===== src/sbs_consts.svh =====
// Constants of the servo-off brake sequencer
`ifndef SBS_CONSTS_SVH
`define SBS_CONSTS_SVH
`define SBS_CLK_HZ 10000000
`define SBS_TICK_MS 2
`define SBS_TICK_CYC (`SBS_CLK_HZ / 1000 * `SBS_TICK_MS)
`define SBS_SPEED_MIN 16'h001e
`define SBS_RUN_MAX 8'h64
`define SBS_REGEN_PCT 10
`define SBS_REGEN_WIN 10000
`define SBS_OFF_STALL 8'h00
`define SBS_OFF_RUN 8'h04
`define SBS_OFF_REGEN 8'h08
`define SBS_OFF_REGEN_EFF 8'h0c
`define SBS_OFF_STATUS 8'h10
`define SBS_OFF_MASK 8'h14
`define SBS_OFF_STATE 8'h18
`define SBS_DELAY_RST 8'h00
`define SBS_REGEN_RST_SMALL 2'h3
`define SBS_REGEN_RST_LARGE 2'h0
`define SBS_ST_BRAKE 0
`define SBS_ST_TRIP 1
`define SBS_ST_W 2
`define SBS_RESP_OKAY 2'h0
`define SBS_RESP_SLVERR 2'h2
`endif


===== src/sbs_pkg.sv =====
// Types of the servo-off brake sequencer
package sbs_pkg;
    typedef enum logic [1:0] {ST_OFF, ST_ON, ST_STALL, ST_RUN} sbs_state_t;
endpackage


===== src/sbs_regen_mon.sv =====
// Regeneration duty monitor over a fixed window
`timescale 1ns/1ns
`default_nettype none
`include "sbs_consts.svh"
module sbs_regen_mon #(
    parameter int WIN_CYCLES = `SBS_REGEN_WIN,
    parameter int PCT = `SBS_REGEN_PCT
) (
    input wire logic clock_in,
    input wire logic srst_in,
    input wire logic enable_in,
    input wire logic active_in,
    output logic over_out
);
    if (WIN_CYCLES < 10 || PCT < 1 || PCT > 99) begin : g_chk
        $error("sbs_regen_mon: bad window or ratio");
    end
    logic [31:0] win_reg, win_next, act_reg, act_next;
    logic over_reg, over_next;
    always_comb begin
        over_next = 1'b0;
        win_next = win_reg + 32'h1;
        act_next = act_reg + {31'h0, active_in};
        if (!enable_in) begin
            win_next = 32'h0;
            act_next = 32'h0;
        end else if (win_reg == 32'(WIN_CYCLES - 1)) begin
            over_next = ({32'h0, act_next} * 64'h64) > (64'(WIN_CYCLES) * 64'(PCT));
            win_next = 32'h0;
            act_next = 32'h0;
        end
    end
    always_ff @(posedge clock_in) begin
        if (srst_in) begin
            win_reg <= 32'h0;
            act_reg <= 32'h0;
            over_reg <= 1'b0;
        end else begin
            win_reg <= win_next;
            act_reg <= act_next;
            over_reg <= over_next;
        end
    end
    assign over_out = over_reg;
endmodule // sbs_regen_mon
`default_nettype wire


===== src/sbs_top.sv =====
// Servo-off brake sequencer with regen mode select and AXI4-Lite registers
//
// Design decisions made here: the register addresses and register access over AXI4-Lite.
`timescale 1ns/1ns
`default_nettype none
`include "sbs_consts.svh"
module sbs_top #(
    parameter int TICK_CYCLES = `SBS_TICK_CYC,
    parameter int REGEN_WIN = `SBS_REGEN_WIN,
    parameter bit SMALL_FRAME = 1'b1
) (
    input wire logic clock_in,
    input wire logic srst_in,
    input wire logic servo_enable_input_in,
    input wire logic [15:0] motor_speed_in,
    input wire logic ctrl_power_on_in,
    input wire logic regen_switch_in,
    output logic brake_release_output_out,
    output logic motor_energize_out,
    output logic regen_enable_out,
    output logic regen_overload_trip_out,
    output logic irq_out,
    input wire logic [7:0] s_axi_awaddr,
    input wire logic s_axi_awvalid,
    output logic s_axi_awready,
    input wire logic [31:0] s_axi_wdata,
    input wire logic [3:0] s_axi_wstrb,
    input wire logic s_axi_wvalid,
    output logic s_axi_wready,
    output logic [1:0] s_axi_bresp,
    output logic s_axi_bvalid,
    input wire logic s_axi_bready,
    input wire logic [7:0] s_axi_araddr,
    input wire logic s_axi_arvalid,
    output logic s_axi_arready,
    output logic [31:0] s_axi_rdata,
    output logic [1:0] s_axi_rresp,
    output logic s_axi_rvalid,
    input wire logic s_axi_rready
);
    if (TICK_CYCLES < 2) begin : g_chk
        $error("sbs_top: tick period too short");
    end
    localparam logic [1:0] REGEN_RST = SMALL_FRAME ? `SBS_REGEN_RST_SMALL : `SBS_REGEN_RST_LARGE;

    // Register file and bus slave
    logic [7:0] stall_reg, stall_next, run_reg, run_next;
    logic [1:0] regen_pend_reg, regen_pend_next, regen_eff_reg, regen_eff_next;
    logic [`SBS_ST_W-1:0] mask_reg, mask_next, status_reg, status_next, w1c;
    logic aw_hold_reg, aw_hold_next, w_hold_reg, w_hold_next;
    logic [7:0] aw_addr_reg, aw_addr_next;
    logic [31:0] w_data_reg, w_data_next, rdata_reg, rdata_next;
    logic [3:0] w_strb_reg, w_strb_next;
    logic bvalid_reg, bvalid_next, rvalid_reg, rvalid_next;
    logic [1:0] bresp_reg, bresp_next, rresp_reg, rresp_next;
    logic do_write, trip_reg, trip_next, over;
    logic [`SBS_ST_W-1:0] events;
    sbs_pkg::sbs_state_t state_reg, state_next;

    assign s_axi_awready = !aw_hold_reg && !bvalid_reg;
    assign s_axi_wready = !w_hold_reg && !bvalid_reg;
    assign s_axi_arready = !rvalid_reg;
    assign do_write = aw_hold_reg && w_hold_reg && !bvalid_reg;

    always_comb begin
        stall_next = stall_reg;
        run_next = run_reg;
        regen_pend_next = regen_pend_reg;
        regen_eff_next = regen_eff_reg;
        mask_next = mask_reg;
        w1c = '0;
        aw_hold_next = aw_hold_reg;
        aw_addr_next = aw_addr_reg;
        w_hold_next = w_hold_reg;
        w_data_next = w_data_reg;
        w_strb_next = w_strb_reg;
        bvalid_next = bvalid_reg && !s_axi_bready;
        bresp_next = bresp_reg;
        rvalid_next = rvalid_reg && !s_axi_rready;
        rresp_next = rresp_reg;
        rdata_next = rdata_reg;
        if (s_axi_awvalid && s_axi_awready) begin
            aw_hold_next = 1'b1;
            aw_addr_next = s_axi_awaddr;
        end
        if (s_axi_wvalid && s_axi_wready) begin
            w_hold_next = 1'b1;
            w_data_next = s_axi_wdata;
            w_strb_next = s_axi_wstrb;
        end
        if (do_write) begin
            aw_hold_next = 1'b0;
            w_hold_next = 1'b0;
            bvalid_next = 1'b1;
            bresp_next = `SBS_RESP_OKAY;
            unique case (aw_addr_reg)
                `SBS_OFF_STALL: if (w_strb_reg[0]) stall_next = w_data_reg[7:0];
                `SBS_OFF_RUN: if (w_strb_reg[0]) begin
                    run_next = (w_data_reg[7:0] > `SBS_RUN_MAX) ? `SBS_RUN_MAX : w_data_reg[7:0];
                end
                `SBS_OFF_REGEN: if (w_strb_reg[0]) regen_pend_next = w_data_reg[1:0];
                `SBS_OFF_STATUS: if (w_strb_reg[0]) w1c = w_data_reg[`SBS_ST_W-1:0];
                `SBS_OFF_MASK: if (w_strb_reg[0]) mask_next = w_data_reg[`SBS_ST_W-1:0];
                `SBS_OFF_REGEN_EFF, `SBS_OFF_STATE: begin
                end
                default: bresp_next = `SBS_RESP_SLVERR;
            endcase
        end
        if (ctrl_power_on_in) begin
            regen_eff_next = regen_pend_reg;
        end
        if (s_axi_arvalid && s_axi_arready) begin
            rvalid_next = 1'b1;
            rresp_next = `SBS_RESP_OKAY;
            rdata_next = 32'h0;
            unique case (s_axi_araddr)
                `SBS_OFF_STALL: rdata_next[7:0] = stall_reg;
                `SBS_OFF_RUN: rdata_next[7:0] = run_reg;
                `SBS_OFF_REGEN: rdata_next[1:0] = regen_pend_reg;
                `SBS_OFF_REGEN_EFF: rdata_next[1:0] = regen_eff_reg;
                `SBS_OFF_STATUS: rdata_next[`SBS_ST_W-1:0] = status_reg;
                `SBS_OFF_MASK: rdata_next[`SBS_ST_W-1:0] = mask_reg;
                `SBS_OFF_STATE: rdata_next[5:0] = {trip_reg, 1'b0, state_reg, motor_energize_out,
                    brake_release_output_out};
                default: rresp_next = `SBS_RESP_SLVERR;
            endcase
        end
    end

    always_ff @(posedge clock_in) begin
        if (srst_in) begin
            stall_reg <= `SBS_DELAY_RST;
            run_reg <= `SBS_DELAY_RST;
            regen_pend_reg <= REGEN_RST;
            regen_eff_reg <= REGEN_RST;
            mask_reg <= '0;
            aw_hold_reg <= 1'b0;
            aw_addr_reg <= 8'h00;
            w_hold_reg <= 1'b0;
            w_data_reg <= 32'h0;
            w_strb_reg <= 4'h0;
            bvalid_reg <= 1'b0;
            bresp_reg <= `SBS_RESP_OKAY;
            rvalid_reg <= 1'b0;
            rresp_reg <= `SBS_RESP_OKAY;
            rdata_reg <= 32'h0;
        end else begin
            stall_reg <= stall_next;
            run_reg <= run_next;
            regen_pend_reg <= regen_pend_next;
            regen_eff_reg <= regen_eff_next;
            mask_reg <= mask_next;
            aw_hold_reg <= aw_hold_next;
            aw_addr_reg <= aw_addr_next;
            w_hold_reg <= w_hold_next;
            w_data_reg <= w_data_next;
            w_strb_reg <= w_strb_next;
            bvalid_reg <= bvalid_next;
            bresp_reg <= bresp_next;
            rvalid_reg <= rvalid_next;
            rresp_reg <= rresp_next;
            rdata_reg <= rdata_next;
        end
    end
    assign s_axi_bvalid = bvalid_reg;
    assign s_axi_bresp = bresp_reg;
    assign s_axi_rvalid = rvalid_reg;
    assign s_axi_rresp = rresp_reg;
    assign s_axi_rdata = rdata_reg;

    // Brake sequencer
    logic [31:0] presc_reg, presc_next;
    logic [7:0] cnt_reg, cnt_next, cnt_inc;
    logic brake_reg, brake_next, energ_reg, energ_next, tick, stalled;
    assign tick = presc_reg == 32'(TICK_CYCLES - 1);
    assign cnt_inc = cnt_reg + 8'h01;
    assign stalled = motor_speed_in < `SBS_SPEED_MIN;

    always_comb begin
        state_next = state_reg;
        presc_next = tick ? 32'h0 : presc_reg + 32'h1;
        cnt_next = tick ? cnt_inc : cnt_reg;
        unique case (state_reg)
            sbs_pkg::ST_OFF: if (servo_enable_input_in) state_next = sbs_pkg::ST_ON;
            sbs_pkg::ST_ON: if (!servo_enable_input_in) begin
                if (stalled) begin
                    state_next = (stall_reg == 8'h00) ? sbs_pkg::ST_OFF : sbs_pkg::ST_STALL;
                end else begin
                    state_next = (run_reg == 8'h00) ? sbs_pkg::ST_OFF : sbs_pkg::ST_RUN;
                end
            end
            sbs_pkg::ST_STALL: if (servo_enable_input_in) begin
                state_next = sbs_pkg::ST_ON;
            end else if (tick && cnt_inc == stall_reg) begin
                state_next = sbs_pkg::ST_OFF;
            end
            sbs_pkg::ST_RUN: if (servo_enable_input_in) begin
                state_next = sbs_pkg::ST_ON;
            end else if (stalled || (tick && cnt_inc == run_reg)) begin
                state_next = sbs_pkg::ST_OFF;
            end
        endcase
        if (state_next != state_reg) begin
            presc_next = 32'h0;
            cnt_next = 8'h00;
        end
        brake_next = state_next == sbs_pkg::ST_ON || state_next == sbs_pkg::ST_RUN;
        energ_next = state_next == sbs_pkg::ST_ON || state_next == sbs_pkg::ST_STALL;
    end

    always_ff @(posedge clock_in) begin
        if (srst_in) begin
            state_reg <= sbs_pkg::ST_OFF;
            presc_reg <= 32'h0;
            cnt_reg <= 8'h00;
            brake_reg <= 1'b0;
            energ_reg <= 1'b0;
        end else begin
            state_reg <= state_next;
            presc_reg <= presc_next;
            cnt_reg <= cnt_next;
            brake_reg <= brake_next;
            energ_reg <= energ_next;
        end
    end
    assign brake_release_output_out = brake_reg;
    assign motor_energize_out = energ_reg;

    // Regeneration mode, overload trip and interrupts
    assign regen_enable_out = regen_eff_reg != 2'h3;
    sbs_regen_mon #(.WIN_CYCLES(REGEN_WIN), .PCT(`SBS_REGEN_PCT)) u_mon (
        .clock_in(clock_in),
        .srst_in(srst_in),
        .enable_in(regen_enable_out),
        .active_in(regen_switch_in),
        .over_out(over)
    );
    always_comb begin
        trip_next = trip_reg || (over && regen_eff_reg <= 2'h1);
        events[`SBS_ST_BRAKE] = brake_reg && !brake_next;
        events[`SBS_ST_TRIP] = trip_next && !trip_reg;
    end
    for (genvar i = 0; i < `SBS_ST_W; i++) begin : g_st
        assign status_next[i] = events[i] || (status_reg[i] && !w1c[i]);
    end
    always_ff @(posedge clock_in) begin
        if (srst_in) begin
            trip_reg <= 1'b0;
            status_reg <= '0;
        end else begin
            trip_reg <= trip_next;
            status_reg <= status_next;
        end
    end
    assign regen_overload_trip_out = trip_reg;
    assign irq_out = |(status_reg & mask_reg);

    AST_STALL_ORDER: assert property (@(posedge clock_in) disable iff (srst_in)
        state_reg == sbs_pkg::ST_ON && !servo_enable_input_in && stalled && stall_reg != 8'h00
        |=> !brake_release_output_out && motor_energize_out)
        else $error("stall: brake not engaged before de-energize");
    AST_STALL_END: assert property (@(posedge clock_in) disable iff (srst_in)
        state_reg == sbs_pkg::ST_STALL && !servo_enable_input_in && tick && cnt_inc == stall_reg
        |=> !motor_energize_out && !brake_release_output_out)
        else $error("stall delay expiry did not de-energize");
    AST_ZERO_DELAY: assert property (@(posedge clock_in) disable iff (srst_in)
        state_reg == sbs_pkg::ST_ON && !servo_enable_input_in && !stalled && run_reg == 8'h00
        |=> !brake_release_output_out)
        else $error("zero running delay did not engage brake at once");
    AST_RUN_HOLD: assert property (@(posedge clock_in) disable iff (srst_in)
        state_reg == sbs_pkg::ST_RUN && !servo_enable_input_in && !stalled && !(tick && cnt_inc == run_reg)
        |=> brake_release_output_out && !motor_energize_out)
        else $error("running delay ended early");
    AST_RUN_MAX: assert property (@(posedge clock_in) disable iff (srst_in)
        run_reg <= `SBS_RUN_MAX)
        else $error("running delay above range");
    AST_RUN_SPEED: assert property (@(posedge clock_in) disable iff (srst_in)
        state_reg == sbs_pkg::ST_RUN && !servo_enable_input_in && stalled |=> !brake_release_output_out)
        else $error("slow speed did not engage brake");
    AST_TICK_SPAN: assert property (@(posedge clock_in) disable iff (srst_in)
        $changed(state_reg) |-> presc_reg == 32'h0 && cnt_reg == 8'h00)
        else $error("delay timer not restarted on state change");
    AST_REGEN_HOLD: assert property (@(posedge clock_in) disable iff (srst_in)
        !ctrl_power_on_in |=> $stable(regen_eff_reg))
        else $error("regen mode changed without power-up");
    AST_REGEN_LOAD: assert property (@(posedge clock_in) disable iff (srst_in)
        ctrl_power_on_in |=> regen_eff_reg == $past(regen_pend_reg))
        else $error("regen mode not adopted at power-up");
    AST_TRIP_ARM: assert property (@(posedge clock_in) disable iff (srst_in)
        over && regen_eff_reg == 2'h1 && !trip_reg |=> regen_overload_trip_out && status_reg[`SBS_ST_TRIP])
        else $error("overload did not trip");
    AST_TRIP_OFF: assert property (@(posedge clock_in) disable iff (srst_in)
        !trip_reg && regen_eff_reg >= 2'h2 |=> !regen_overload_trip_out)
        else $error("trip raised in unprotected mode");
endmodule // sbs_top
`default_nettype wire


===== config.mk =====
export PLATFORM = sky130hd
export DESIGN_NAME = sbs_top
export DESIGN_NICKNAME = d
export VERILOG_FILES = /design/src/sbs_pkg.sv /design/src/sbs_regen_mon.sv /design/src/sbs_top.sv
export VERILOG_INCLUDE_DIRS = /design/src
export SDC_FILE = /design/constraint.sdc
export NUM_CORES = 1
export LEC_CHECK = 0
export CAP_MARGIN = 5
export CORE_ASPECT_RATIO = 0.6
export CORE_MARGIN = 1
export CORE_UTILIZATION = 55
export DETAILED_ROUTE_END_ITERATION = 16
export DONT_BUFFER_PORTS = 1
export GPL_TIMING_DRIVEN = 0
export PLACE_DENSITY_LB_ADDON = 0.3
export SYNTH_ARGS = -nofsm -noshare
export SYNTH_HDL_FRONTEND = slang
export SYNTH_HIERARCHICAL = 1
export SYNTH_SLANG_ARGS = --single-unit

===== constraint.sdc =====
create_clock -name clock_in -period 7.8 [get_ports clock_in]
set_input_delay 0.78 -clock clock_in [delete_from_list [all_inputs] [get_ports clock_in]]
set_output_delay 0.78 -clock clock_in [all_outputs]
set_load 0.01 [all_outputs]

## Word-level counts from Yosys, hierarchy flattened

Cells that the tools add are included.

- Register bits: 167
- Input port bits: 78
- Output and inout bits: 46
- Logic and storage cells: 131

- Add/sub/neg operators: 4
- $mul: 1
- Order comparisons: 4
- Equality and inequality tests: 24
- Multiplexer cells: 21
- Bitwise logic cells: 3
- Reduce and logical (&&, ||, !) cells: 49

Operators by type and width:

| cell | number |
|---|---|
| $add A32 B1 Y32 const B | 2 |
| $eq A8 B5 Y1 const B | 6 |
| $gt A39 B17 Y1 const B | 1 |
| $mul A32 B5 Y37 const B | 1 |
| $add A32 B1 Y32 | 1 |
| $eq A32 B14 Y1 const B | 1 |
| $eq A32 B15 Y1 const B | 1 |
| $eq A8 B4 Y1 const B | 4 |
| $logic_not A8 Y1 | 4 |
| $mux W2 | 14 |
| $eq A8 B3 Y1 const B | 2 |
| $eq A8 B8 Y1 | 2 |
| $logic_and A1 B1 Y1 | 16 |
| $lt A16 B5 Y1 const B | 1 |
| $pmux W2 S7 | 1 |
| $reduce_or A7 Y1 | 2 |
| $pmux W4 S3 | 1 |
| $reduce_and A3 Y1 | 4 |
| $logic_not A1 Y1 | 10 |
| $reduce_or A3 Y1 | 3 |
| $add A8 B1 Y8 const B | 1 |
| $eq A2 B2 Y1 const B | 4 |
| $gt A8 B7 Y1 const B | 1 |
| $mux W8 | 1 |
| 12 further kinds | 22 |

## Longest topological paths before layout

Gate-level depths: netlist (run 1).

- Depth in word-level cells: 12
- Mapped depth: 28
- Gate-level depth less buffers: 27

## Hierarchy

Netlist (run 1), hierarchy kept.

Modules (own cells, without submodules):

| module | times used | cells an instance | area an instance (µm²) | seq. area each (µm²) |
|---|---|---|---|---|
| sbs_regen_mon | 1 | 854 | 6770.2 | 1301.2 |
| sbs_top | 1 | 602 | 5054.8 | 1981.9 |

## Least setup slack after synthesis (run 1)

OpenSTA, ideal clock, no wires.

- Kind: input port to flip-flop
- From: in regen_switch_in
- To: reg u_mon.over_reg (netlist: u_mon/over_out)
- Setup time: 127 ps
- Arrival time: 5624 ps
- Required time: 7673 ps
- Path slack: 2049 ps
- Stages on the path: 26
- Path buffers: 1
- Path through: ha_1 ha_1 nand3_1 nor2_1 nand2_1 nor2_1 nand2_1 xor2_1 inv_1 ha_1 ha_1 inv_1 fa_1 inv_1 ha_1 buf_2 a21oi_1 nand2_1 a2111oi_2 a21oi_2 nor3b_2 mux2i_1 a2111oi_0 nand4_1 nor4_1 a31oi_1

- Word-level cells in the longest chain between the ends: 3

Ends and longest elaborated chain:

| item | RTL line | source |
|---|---|---|
| from (decl) | sbs_top.sv:17 | `input wire logic regen_switch_in,` |
| $add A32 B1 Y32 | sbs_regen_mon.sv:23 | `act_next = act_reg + {31'h0, active_in};` |
| $mul A32 B5 Y37 | sbs_regen_mon.sv:28 | `over_next = ({32'h0, act_next} * 64'h64) > (64'(WIN_CYCLES) * 64'(PCT));` |
| $gt A39 B17 Y1 | sbs_regen_mon.sv:28 |  |
| to (signal assigned) | sbs_regen_mon.sv:41 | `over_reg <= over_next;` |
| to (decl) | sbs_regen_mon.sv:19 | `logic over_reg, over_next;` |

Every way passes these cells.
A chain may end at the register's enable or synchronous reset.

## Final worst setup path (run 1)

- From: reg u_mon.act_reg[0]
- To: reg u_mon.over_reg (netlist: u_mon/over_out)

- Word-level cells in the longest chain between the ends: 3

Ends and longest elaborated chain:

| item | RTL line | source |
|---|---|---|
| from (decl) | sbs_regen_mon.sv:18 | `logic [31:0] win_reg, win_next, act_reg, act_next;` |
| from (signal assigned) | sbs_regen_mon.sv:40 | `act_reg <= act_next;` |
| $add A32 B1 Y32 | sbs_regen_mon.sv:23 |  |
| $mul A32 B5 Y37 | sbs_regen_mon.sv:28 |  |
| $gt A39 B17 Y1 | sbs_regen_mon.sv:28 |  |

Every way passes these cells.

==> flow_metrics.tcl, run 1 <==
set metrics [dict create \
    synth_area_per_cell_sq_um 8.12 \
    routed_wirelength_um 28000 \
    grtUsageTotal_pct 26.3 \
    power_switching_uw 431 \
    internal_power_uw 1400 \
    required_ps 8120 \
    power_density_nw_per_um2 142 \
    synth_top_cell_by_area "dfxtp_1" \
    grt_first_pass_wirelength_um 46000 \
    numClockSinks 164 \
    drt_iter0_drc 984 \
    path_max_fanout 8 \
    drv_slew 0 \
    cts_tree "yes" \
    clk_pin_slew_ps 70 \
    antenna_found_initial 0 \
    relSlewSlack_pct 44.1 \
    clockBufferDepth 2 \
    hold_violations 0 \
    ys_top_cells_by_area "dfxtp_1 (28%), ha_1 (12%), xor2_1 (5.2%)" \
    layout-drive-gt1-share_pct 6.61 \
    synth_cells 1456 \
    via_per_inst 5.72 \
    ioPinCount 124 \
    ant_nets 0 \
    worstHoldPathType "in -> reg" \
    fin_crit_sh_pct 86.1 \
    clk_latency_ps 450 \
    grt_pass1_vias 9187 \
    avgRoutedWirePerCell_um 15.6 \
    worstPathArrival_ps 7040 \
    area_growth_pct 8.92 \
    path_class "reg -> reg" \
    synthTopCellsByCount "dfxtp_1 (164), inv_1 (142), nor2_1 (138), nand2_1 (134), ha_1 (109)" \
    rrSetupSlack_ps 1080 \
    design.core.area_sq_um 21000 \
    yosysMostFrequentCell "dfxtp_1" \
    ys_warn_count 6 \
    p_clk_share_pct 48.6 \
    synth_flop_cell "dfxtp_1" \
    cts_max_level 4 \
    dr.pass1.iters 6 \
    swShare_pct 23.5 \
    nets 1714 \
    p_leak_uw 0.00589 \
    status "complete, no violations" \
    yosysSeqAreaShare_pct 27.8 \
    cts_setup_buffers 0 \
    start_util_pct 56.2 \
    fin_worst_skew_ps 11.1 \
    synth_async_sr_flop_share_pct 0 \
    nFillCells 1885 \
    numPortBuffers 0 \
    syn_area_sq_um 11800 \
    ir_worst_vdd_mv 0.157 \
    place.detailed.hpwl_um 22000 \
    die-area_sq_um 22100 \
    rsz0062_at_grt "no" \
    cts_root_buf "clkbuf_16" \
    rows 41 \
    die_height_um 116 \
    seq_power_share_pct 47.1 \
    place_congestion 0.937 \
    grt-ovfl-total 0 \
    ys_ff_latch 164 \
    die_w_um 191 \
    worstMarginPinSlew_ps 831 \
    fin_setup_tns_ps 0 \
    final.min_clock_period_ps 6720 \
    ys_types 79 \
    fmax_mhz 149 \
    critPathLaunchType "flip-flop" \
    cts_resized 0 \
    drc_errors 0 \
    critPathCaptureType "flip-flop" \
    dp.cells 1760 \
    cts_made_buffers 17 \
    cap_violations 0 \
    holdBufCountCts 0 \
    instances_no_fill 1792 \
    grt_max_degree 17 \
    num_antenna_cells 0 \
    synth_edf_count 0 \
    pwr-share-comb_pct 4.3 \
    setup-violations-final 0 \
    synth_top_area_share_pct 27.8 \
    vias 10200 \
]
==> cells by family after synthesis <==
kind of cell	count (synthesis)	synth area share, %
xor+xnor	129	9.79
flops	164	27.8
simple gates	559	23.4
compound gates	207	11.5
other cells	1	0.0317
buf+inv	231	8.82
fa+ha+maj	136	16.1
mux	29	2.60
==> critical path: stages, from the launching register on <==
cell,delay [ps]
dfxtp_1,340
ha_1,150
ha_1,180
nand3_1,140
nor2_1,430
nand2_1,150
nor2_1,300
nand2_1,110
xor2_1,330
inv_1,140
ha_1,320
ha_1,280
inv_1,50
fa_1,510
inv_1,50
ha_1,280
buf_2,170
a211oi_1,530
nand2_1,180
a2111oi_2,310
a21oi_2,140
nor3b_2,180
mux2i_1,110
a2111oi_0,470
nand4_1,230
nor4_1,370
a31oi_1,140
==> area by class of cell <==
class                      instances  area [sq um]  share of cell area (%)
buffer                            88           507                    3.93
multi-input combinational       1086          7590                    58.9
inverter                         143           537                    4.17
sequential                       164          3280                    25.5
tap                              279           349                    2.71
clock inverter                     9           144                    1.12
clock buffer                      23           468                    3.63
==> final timing paths <==
check / end / cells after the start / startpoint
max: u_mon/over_out$_SDFF_PP0_ / 26 / u_mon/act_reg[0]$_SDFF_PP0_
min: s_axi_rvalid$_SDFF_PP0_ / 1 / s_axi_rready
max reg2reg: u_mon/over_out$_SDFF_PP0_ / 26 / u_mon/act_reg[0]$_SDFF_PP0_
min reg2reg: u_mon/win_reg[0]$_SDFF_PP0_ / 1 / u_mon/win_reg[0]$_SDFF_PP0_
==> stage by stage <==
| step | total power, uW | setup slack, ps | hold WS [ps] | util (%) | cell area, sq um |
|---|---|---|---|---|---|
| global route | 1890 | 606 | 434 | 61.2 | 12900 |
| CTS | 1840 | 1340 | 417 | 61.2 | 12900 |
| detailed placement | 959 | 954 | 451 | 58.3 | 12300 |
| finish | 1830 | 1080 | 426 | 61.2 | 12900 |
| floorplan | 940 | 2050 | 426 | - | 11900 |
| global placement | 957 | 960 | 441 | 58.3 | 12300 |
==> per-layer routing <==
metal | global-route usage [%] | share of wire, % | vias to the layer above
met5 | 0 | 0 | -
met3 | 6.60 | 9.4 | 32
met4 | 6.40 | 1.1 | 0
met1 | 41.5 | 52 | 4758
li1 | - | - | 5064
met2 | 34.5 | 37 | 393
==> power groups by stage <==
stage	logic, uW	registers [uW]	clock network, uW
3_3_place_gp	75.4	882	0
2_1_floorplan	62.3	878	0
6_report	78.9	863	892
3_5_place_dp	77.6	882	0
5_1_grt	88.8	865	937
4_1_cts	77.8	863	900
==> cell usage in the layout (no fill, tap or decap), types with 6 or more instances in the layout <==
cell type,synthesis,final
and3_1,29,29
nor3b_1,9,9
fa_1,27,27
xnor2_1,57,57
a21o_1,7,7
buf_6,6,6
nor4_1,37,37
or3_1,8,8
a31oi_1,7,7
clkbuf_16,0,17
and4_1,7,7
buf_4,31,31
mux2i_1,24,24
ha_1,109,109
nor2b_1,12,12
nor3_1,56,56
conb_1,1,26
dfxtp_1,164,164
nor2_1,138,138
a21oi_1,78,78
a211oi_1,8,8
inv_1,142,142
o21a_1,8,8
o21ai_0,37,37
clkbuf_1,33,37
nand3b_1,7,7
and2_1,10,10
buf_1,6,6
nand2_1,134,134
buf_2,10,10
xor2_1,70,70
nand4_1,35,35
nand3_1,54,54
Power figures use the tool's default switching activity.
==> run 2, diff against run 1 <==
CORE_ASPECT_RATIO = not set   (was 0.6)
GPL_ROUTABILITY_DRIVEN = 1   (was not set)
TNS_END_PERCENT = 30   (was not set)
==> run 2 against run 1 <==
  * Flip-flop and latch count unchanged
  * Setup slack better by 180 ps
  * Register-to-register slack improved by 180 ps
  * Clock power shrank 2%
  * Global-route usage is 2.3 points lower
  * Design area is essentially flat
  * Sequential share of layout area about the same
  * Clock skew grew 6.1 ps
==> flow_metrics.tcl, run 2 (same netlist as run 1, synthesis figures left out) <==
set metrics [dict create \
    status "complete, no violations" \
    via_per_inst 5.60 \
    routed_wirelength_um 25900 \
    cts_max_level 4 \
    ioPinCount 124 \
    numPortBuffers 0 \
    hold_violations 0 \
    path_class "reg -> reg" \
    wl_met1_um 11600 \
    swShare_pct 25.7 \
    ir_worst_vdd_mv 0.140 \
    nets 1714 \
    dp_slack_ps 1030 \
    top_layer_used "met4" \
    p_leak_uw 0.00590 \
    numClockSinks 164 \
    seq_power_share_pct 47.6 \
    fmax_mhz 153 \
    place_congestion 0.917 \
    rsz0062_at_grt "no" \
    holdBufCountCts 0 \
    dr_wl_met2_um 12400 \
    clockBufferDepth 2 \
    postPlaceCellArea_sq_um 12300 \
    power_density_nw_per_um2 141 \
    required_ps 8110 \
    design.core.area_sq_um 21000 \
    drv_slew 0 \
    relSlewSlack_pct 47.3 \
    cts_setup_buffers 0 \
    cts_tree "yes" \
    fin_setup_tns_ps 0 \
    clk_pin_slew_ps 70 \
    p_clk_share_pct 48.2 \
    layout_commonest_cell "dfxtp_1" \
    critPathLaunchType "flip-flop" \
    instances_no_fill 1788 \
    fin_crit_sh_pct 83.8 \
    dp.cells 1756 \
    place.detailed.hpwl_um 19900 \
    die-area_sq_um 22100 \
    grt_pass1_vias 9250 \
    power_switching_uw 467 \
    fin_worst_skew_ps 17.2 \
    drt_iter0_drc 483 \
    nFillCells 1852 \
    avgRoutedWirePerCell_um 14.5 \
    die_height_um 149 \
    die_w_um 149 \
    design_area_sq_um 12900 \
    ant_nets 0 \
    pwr-share-comb_pct 4.2 \
    internal_power_uw 1350 \
    drc_errors 0 \
    layout-drive-gt1-share_pct 6.87 \
    dr.pass1.iters 5 \
    setup-violations-final 0 \
    cts_resized 0 \
    worstPathArrival_ps 6840 \
    grt-ovfl-total 0 \
    mostFrequentLayoutCells "dfxtp_1 (164), inv_1 (142), nor2_1 (138), nand2_1 (134), ha_1 (109)" \
    path_max_fanout 7 \
    grt_first_pass_wirelength_um 43300 \
    num_antenna_cells 0 \
    cts_root_buf "clkbuf_16" \
    worstHoldPathType "in -> reg" \
    cts_made_buffers 17 \
    worstMarginPinSlew_ps 783 \
    antenna_found_initial 0 \
    rows 53 \
    vias 10000 \
    grtUsageTotal_pct 24.0 \
    cap_violations 0 \
    final.min_clock_period_ps 6540 \
    setup_ws_ps 1260 \
    area_growth_pct 8.96 \
    clk_latency_ps 430 \
    start_util_pct 56.3 \
    grt_max_degree 19 \
    met3_length_um 1320 \
    critPathCaptureType "flip-flop" \
]
-- run 2: cell types whose count changed in the layout (fill, tap and decap cells not counted), sizes merged --
cell / before / now
clkinv: 3 / 6
inv: 145 / 149
clkbuf: 58 / 53
bufinv: 3 / 1
-- run 2: power by group through the flow --
stage	Clock, uW	Sequential (uW)	Combinational (uW)
after floorplan	0	878	62.3
after global placement	0	882	75.2
after detailed placement	0	883	76.4
after CTS	888	863	76.5
after global routing	923	865	86.0
final	874	863	77.0
-- run 2: area by class of cell --
class,instances,area [sq um],share of cell area (%)
Multi-Input combinational cell,1086,7590,58.9
Sequential cell,164,3280,25.5
Inverter,143,537,4.17
Buffer,88,507,3.93
Clock buffer,18,439,3.41
Tap cell,275,344,2.67
Clock inverter,14,183,1.42
-- run 2: path summary, 6_finish.rpt --
| path | from | slack, ps | to | cells after the start |
|---|---|---|---|---|
| hold / removal | s_axi_rready | 440 | s_axi_rvalid$_SDFF_PP0_ | 1 |
| hold reg to reg | aw_addr_reg[5]$_SDFFE_PP0P_ | 460 | aw_addr_reg[5]$_SDFFE_PP0P_ | 2 |
| setup / recovery | u_mon/act_reg[0]$_SDFF_PP0_ | 1260 | u_mon/over_out$_SDFF_PP0_ | 27 |
| setup reg to reg | u_mon/act_reg[0]$_SDFF_PP0_ | 1260 | u_mon/over_out$_SDFF_PP0_ | 27 |
-- run 2: worst max-delay path, stage by stage (launching register included) --
cell and delay, ps:
dfxtp_1 350, ha_1 170, nand2_1 50, nor2_1 160, and2_1 260, nand2_1 150, nor2_1 330, nand3_1 210
or2_2 340, xor2_1 330, inv_1 140, ha_1 320, ha_1 300, inv_1 50, fa_1 500, inv_1 40
ha_1 260, clkbuf_1 310, nand4_1 220, nor3_1 430, nand3_1 120, a41o_1 260, a21oi_1 150, a211oi_1 80
a311oi_1 280, nand4_1 130, nor4_1 330, a31oi_1 120
-- run 2: metal layers --
| metal | GRT usage (%) | vias to the layer above |
|---|---|---|
| met3 | 4.48 | 44 |
| met5 | 0 | - |
| met2 | 40.6 | 214 |
| met1 | 30.1 | 4699 |
| met4 | 8.97 | 0 |
| li1 | - | 5060 |
-- run 2: through the flow --
stage / total power, uW / util (%) / hold WS, ps
after floorplan: 940 / - / 426
final: 1810 / 61.3 / 444
after global routing: 1870 / 61.3 / 432
after global placement: 958 / 58.3 / 440
after CTS: 1830 / 61.3 / 429
after detailed placement: 959 / 58.3 / 449
==> run 3, diff against run 2 <==
clock period = 6.8 ns   (was 7.8 ns; I/O delays follow)
==> run 3 against run 2 <==
  * Setup slack worse by 640 ps
  * Via count is 0.21% lower
  * Critical path depth stayed put
  * Register-to-register slack worse by 640 ps
  * Clock power is 14% higher
  * Flip-flop and latch count stayed put
  * Routed wire length is 0.16% lower
  * Count of clock-buffer cells in the layout stayed put
  * Sequential share of layout area hardly changed
  * Sequential power is 15% higher
  * Critical path type unchanged
  * Power is 15% higher
==> flow_metrics.tcl, run 3 (same netlist as run 1, synthesis figures left out) <==
set metrics [dict create \
    die_w_um 149 \
    power_density_nw_per_um2 161 \
    place_congestion 0.917 \
    die_height_um 149 \
    numClockSinks 164 \
    layout_commonest_cell "dfxtp_1" \
    grt-ovfl-total 0 \
    relSlewSlack_pct 47.3 \
    numPortBuffers 0 \
    drc_errors 0 \
    cts_made_buffers 17 \
    top_usage_layer "met2" \
    grt_first_pass_wirelength_um 43300 \
    hold_violations 0 \
    met3_usage_pct 4.48 \
    clk_latency_ps 430 \
    path_class "reg -> reg" \
    clk_pin_slew_ps 70 \
    grtUsageMet2_pct 40.6 \
    cts_root_buf "clkbuf_16" \
    dr.pass1.iters 5 \
    dp.cells 1756 \
    cts_tree "yes" \
    ioPinCount 124 \
    via_per_inst 5.59 \
    p_leak_uw 0.00590 \
    grtUsageTotal_pct 24.0 \
    fin_crit_sh_pct 90.9 \
    status "complete, no violations" \
    place.detailed.hpwl_um 19900 \
    critPathCaptureType "flip-flop" \
    cts_setup_buffers 0 \
    fmax_mhz 162 \
    layout-drive-gt1-share_pct 7.14 \
    vias 9996 \
    final.min_clock_period_ps 6180 \
    worstHoldPathType "in -> reg" \
    start_util_pct 56.3 \
    area_growth_pct 9.11 \
    nets 1714 \
    cap_violations 0 \
    ant_nets 0 \
    fin_setup_tns_ps 0 \
    worstMarginPinSlew_ps 783 \
    ir_worst_vdd_mv 0.161 \
    cts_max_level 4 \
    holdBufCountCts 0 \
    path_max_fanout 7 \
    num_antenna_cells 0 \
    drt_iter0_drc 488 \
    drv_slew 0 \
    die-area_sq_um 22100 \
    grt_pass1_vias 9250 \
    grtUsageMet1_pct 30.1 \
    rows 53 \
    fin_worst_skew_ps 17.7 \
    setup-violations-final 0 \
    critPathLaunchType "flip-flop" \
    avgRoutedWirePerCell_um 14.5 \
    clockBufferDepth 2 \
    routed_wirelength_um 25900 \
    worstPathArrival_ps 6490 \
    instances_no_fill 1788 \
    antenna_found_initial 0 \
    design.core.area_sq_um 21000 \
    grt_max_degree 19 \
    rsz0062_at_grt "no" \
    required_ps 7110 \
    mostFrequentLayoutCells "dfxtp_1 (164), inv_1 (142), nor2_1 (136), nand2_1 (134), ha_1 (109)" \
]
run 3: cell counts in the layout (fill, tap and decap cells not counted):
No cell type changed its count.
run 3: final timing paths:
kind	startpoint	endpoint	slack, ps	cells after the start
min reg2reg	aw_addr_reg[5]$_SDFFE_PP0P_	aw_addr_reg[5]$_SDFFE_PP0P_	460	2
max	u_mon/act_reg[0]$_SDFF_PP0_	u_mon/over_out$_SDFF_PP0_	620	27
min	s_axi_rready	s_axi_rvalid$_SDFF_PP0_	340	1
max reg2reg	u_mon/act_reg[0]$_SDFF_PP0_	u_mon/over_out$_SDFF_PP0_	620	27
run 3: per-layer routing:
| layer | vias up | wire length, um |
|---|---|---|
| li1 | 5056 | - |
| met1 | 4693 | 11700 |
| met2 | 200 | 12400 |
| met3 | 47 | 1260 |
| met4 | 0 | 565 |
| met5 | - | 0 |
run 3: worst max-delay path: stages (launching register included):
cell      delay (ps)
dfxtp_1          350
ha_1             170
nand2_1           50
nor2_1           160
and2_1           260
nand2_1          150
nor2_2           250
nand3_1          180
or2_2            350
xor2_2           240
inv_1            120
ha_1             320
ha_1             300
inv_1             50
fa_1             500
inv_1             40
ha_1             260
clkbuf_1         310
nand4_1          230
nor3_2           310
nand3_1          110
a41o_1           240
a21oi_1          150
a211oi_1          80
a311oi_1         280
nand4_1          130
nor4_1           320
a31oi_1          120
run 3: final cells by class:
| type | count | area [sq um] |
|---|---|---|
| fillers | 1850 | 8120 |
| multi-input cells | 1086 | 7610 |
| flip-flops and latches | 164 | 3280 |
| inverters | 143 | 537 |
| plain buffers | 88 | 507 |
| clock buffers | 18 | 439 |
| well taps | 275 | 344 |
| clock inverters | 14 | 183 |
run 3: where the power goes:
group	total, uW	internal, uW	switching, uW
Sequential	990	973	17.0
Combinational	88.4	32.4	55.9
Clock	1000	541	463
Total	2080	1550	536
run 3: per-stage QoR:
stage	total power, uW	utilization [%]	setup slack [ps]	hold WS, ps	cell area, sq um
global route	2150	61.4	4.17	332	12900
global placement	1100	58.3	168	440	12300
floorplan	1080	-	1150	426	11900
CTS	2100	61.3	328	329	12900
finish	2080	61.4	620	344	12900
detailed placement	1100	58.3	129	449	12300
run 3: what timing repair did:
item                                   in CTS  in global routing
endpoints found under the hold margin       0                  0
setup endpoints to repair                   0                  1
gates resized for setup                     0                  4
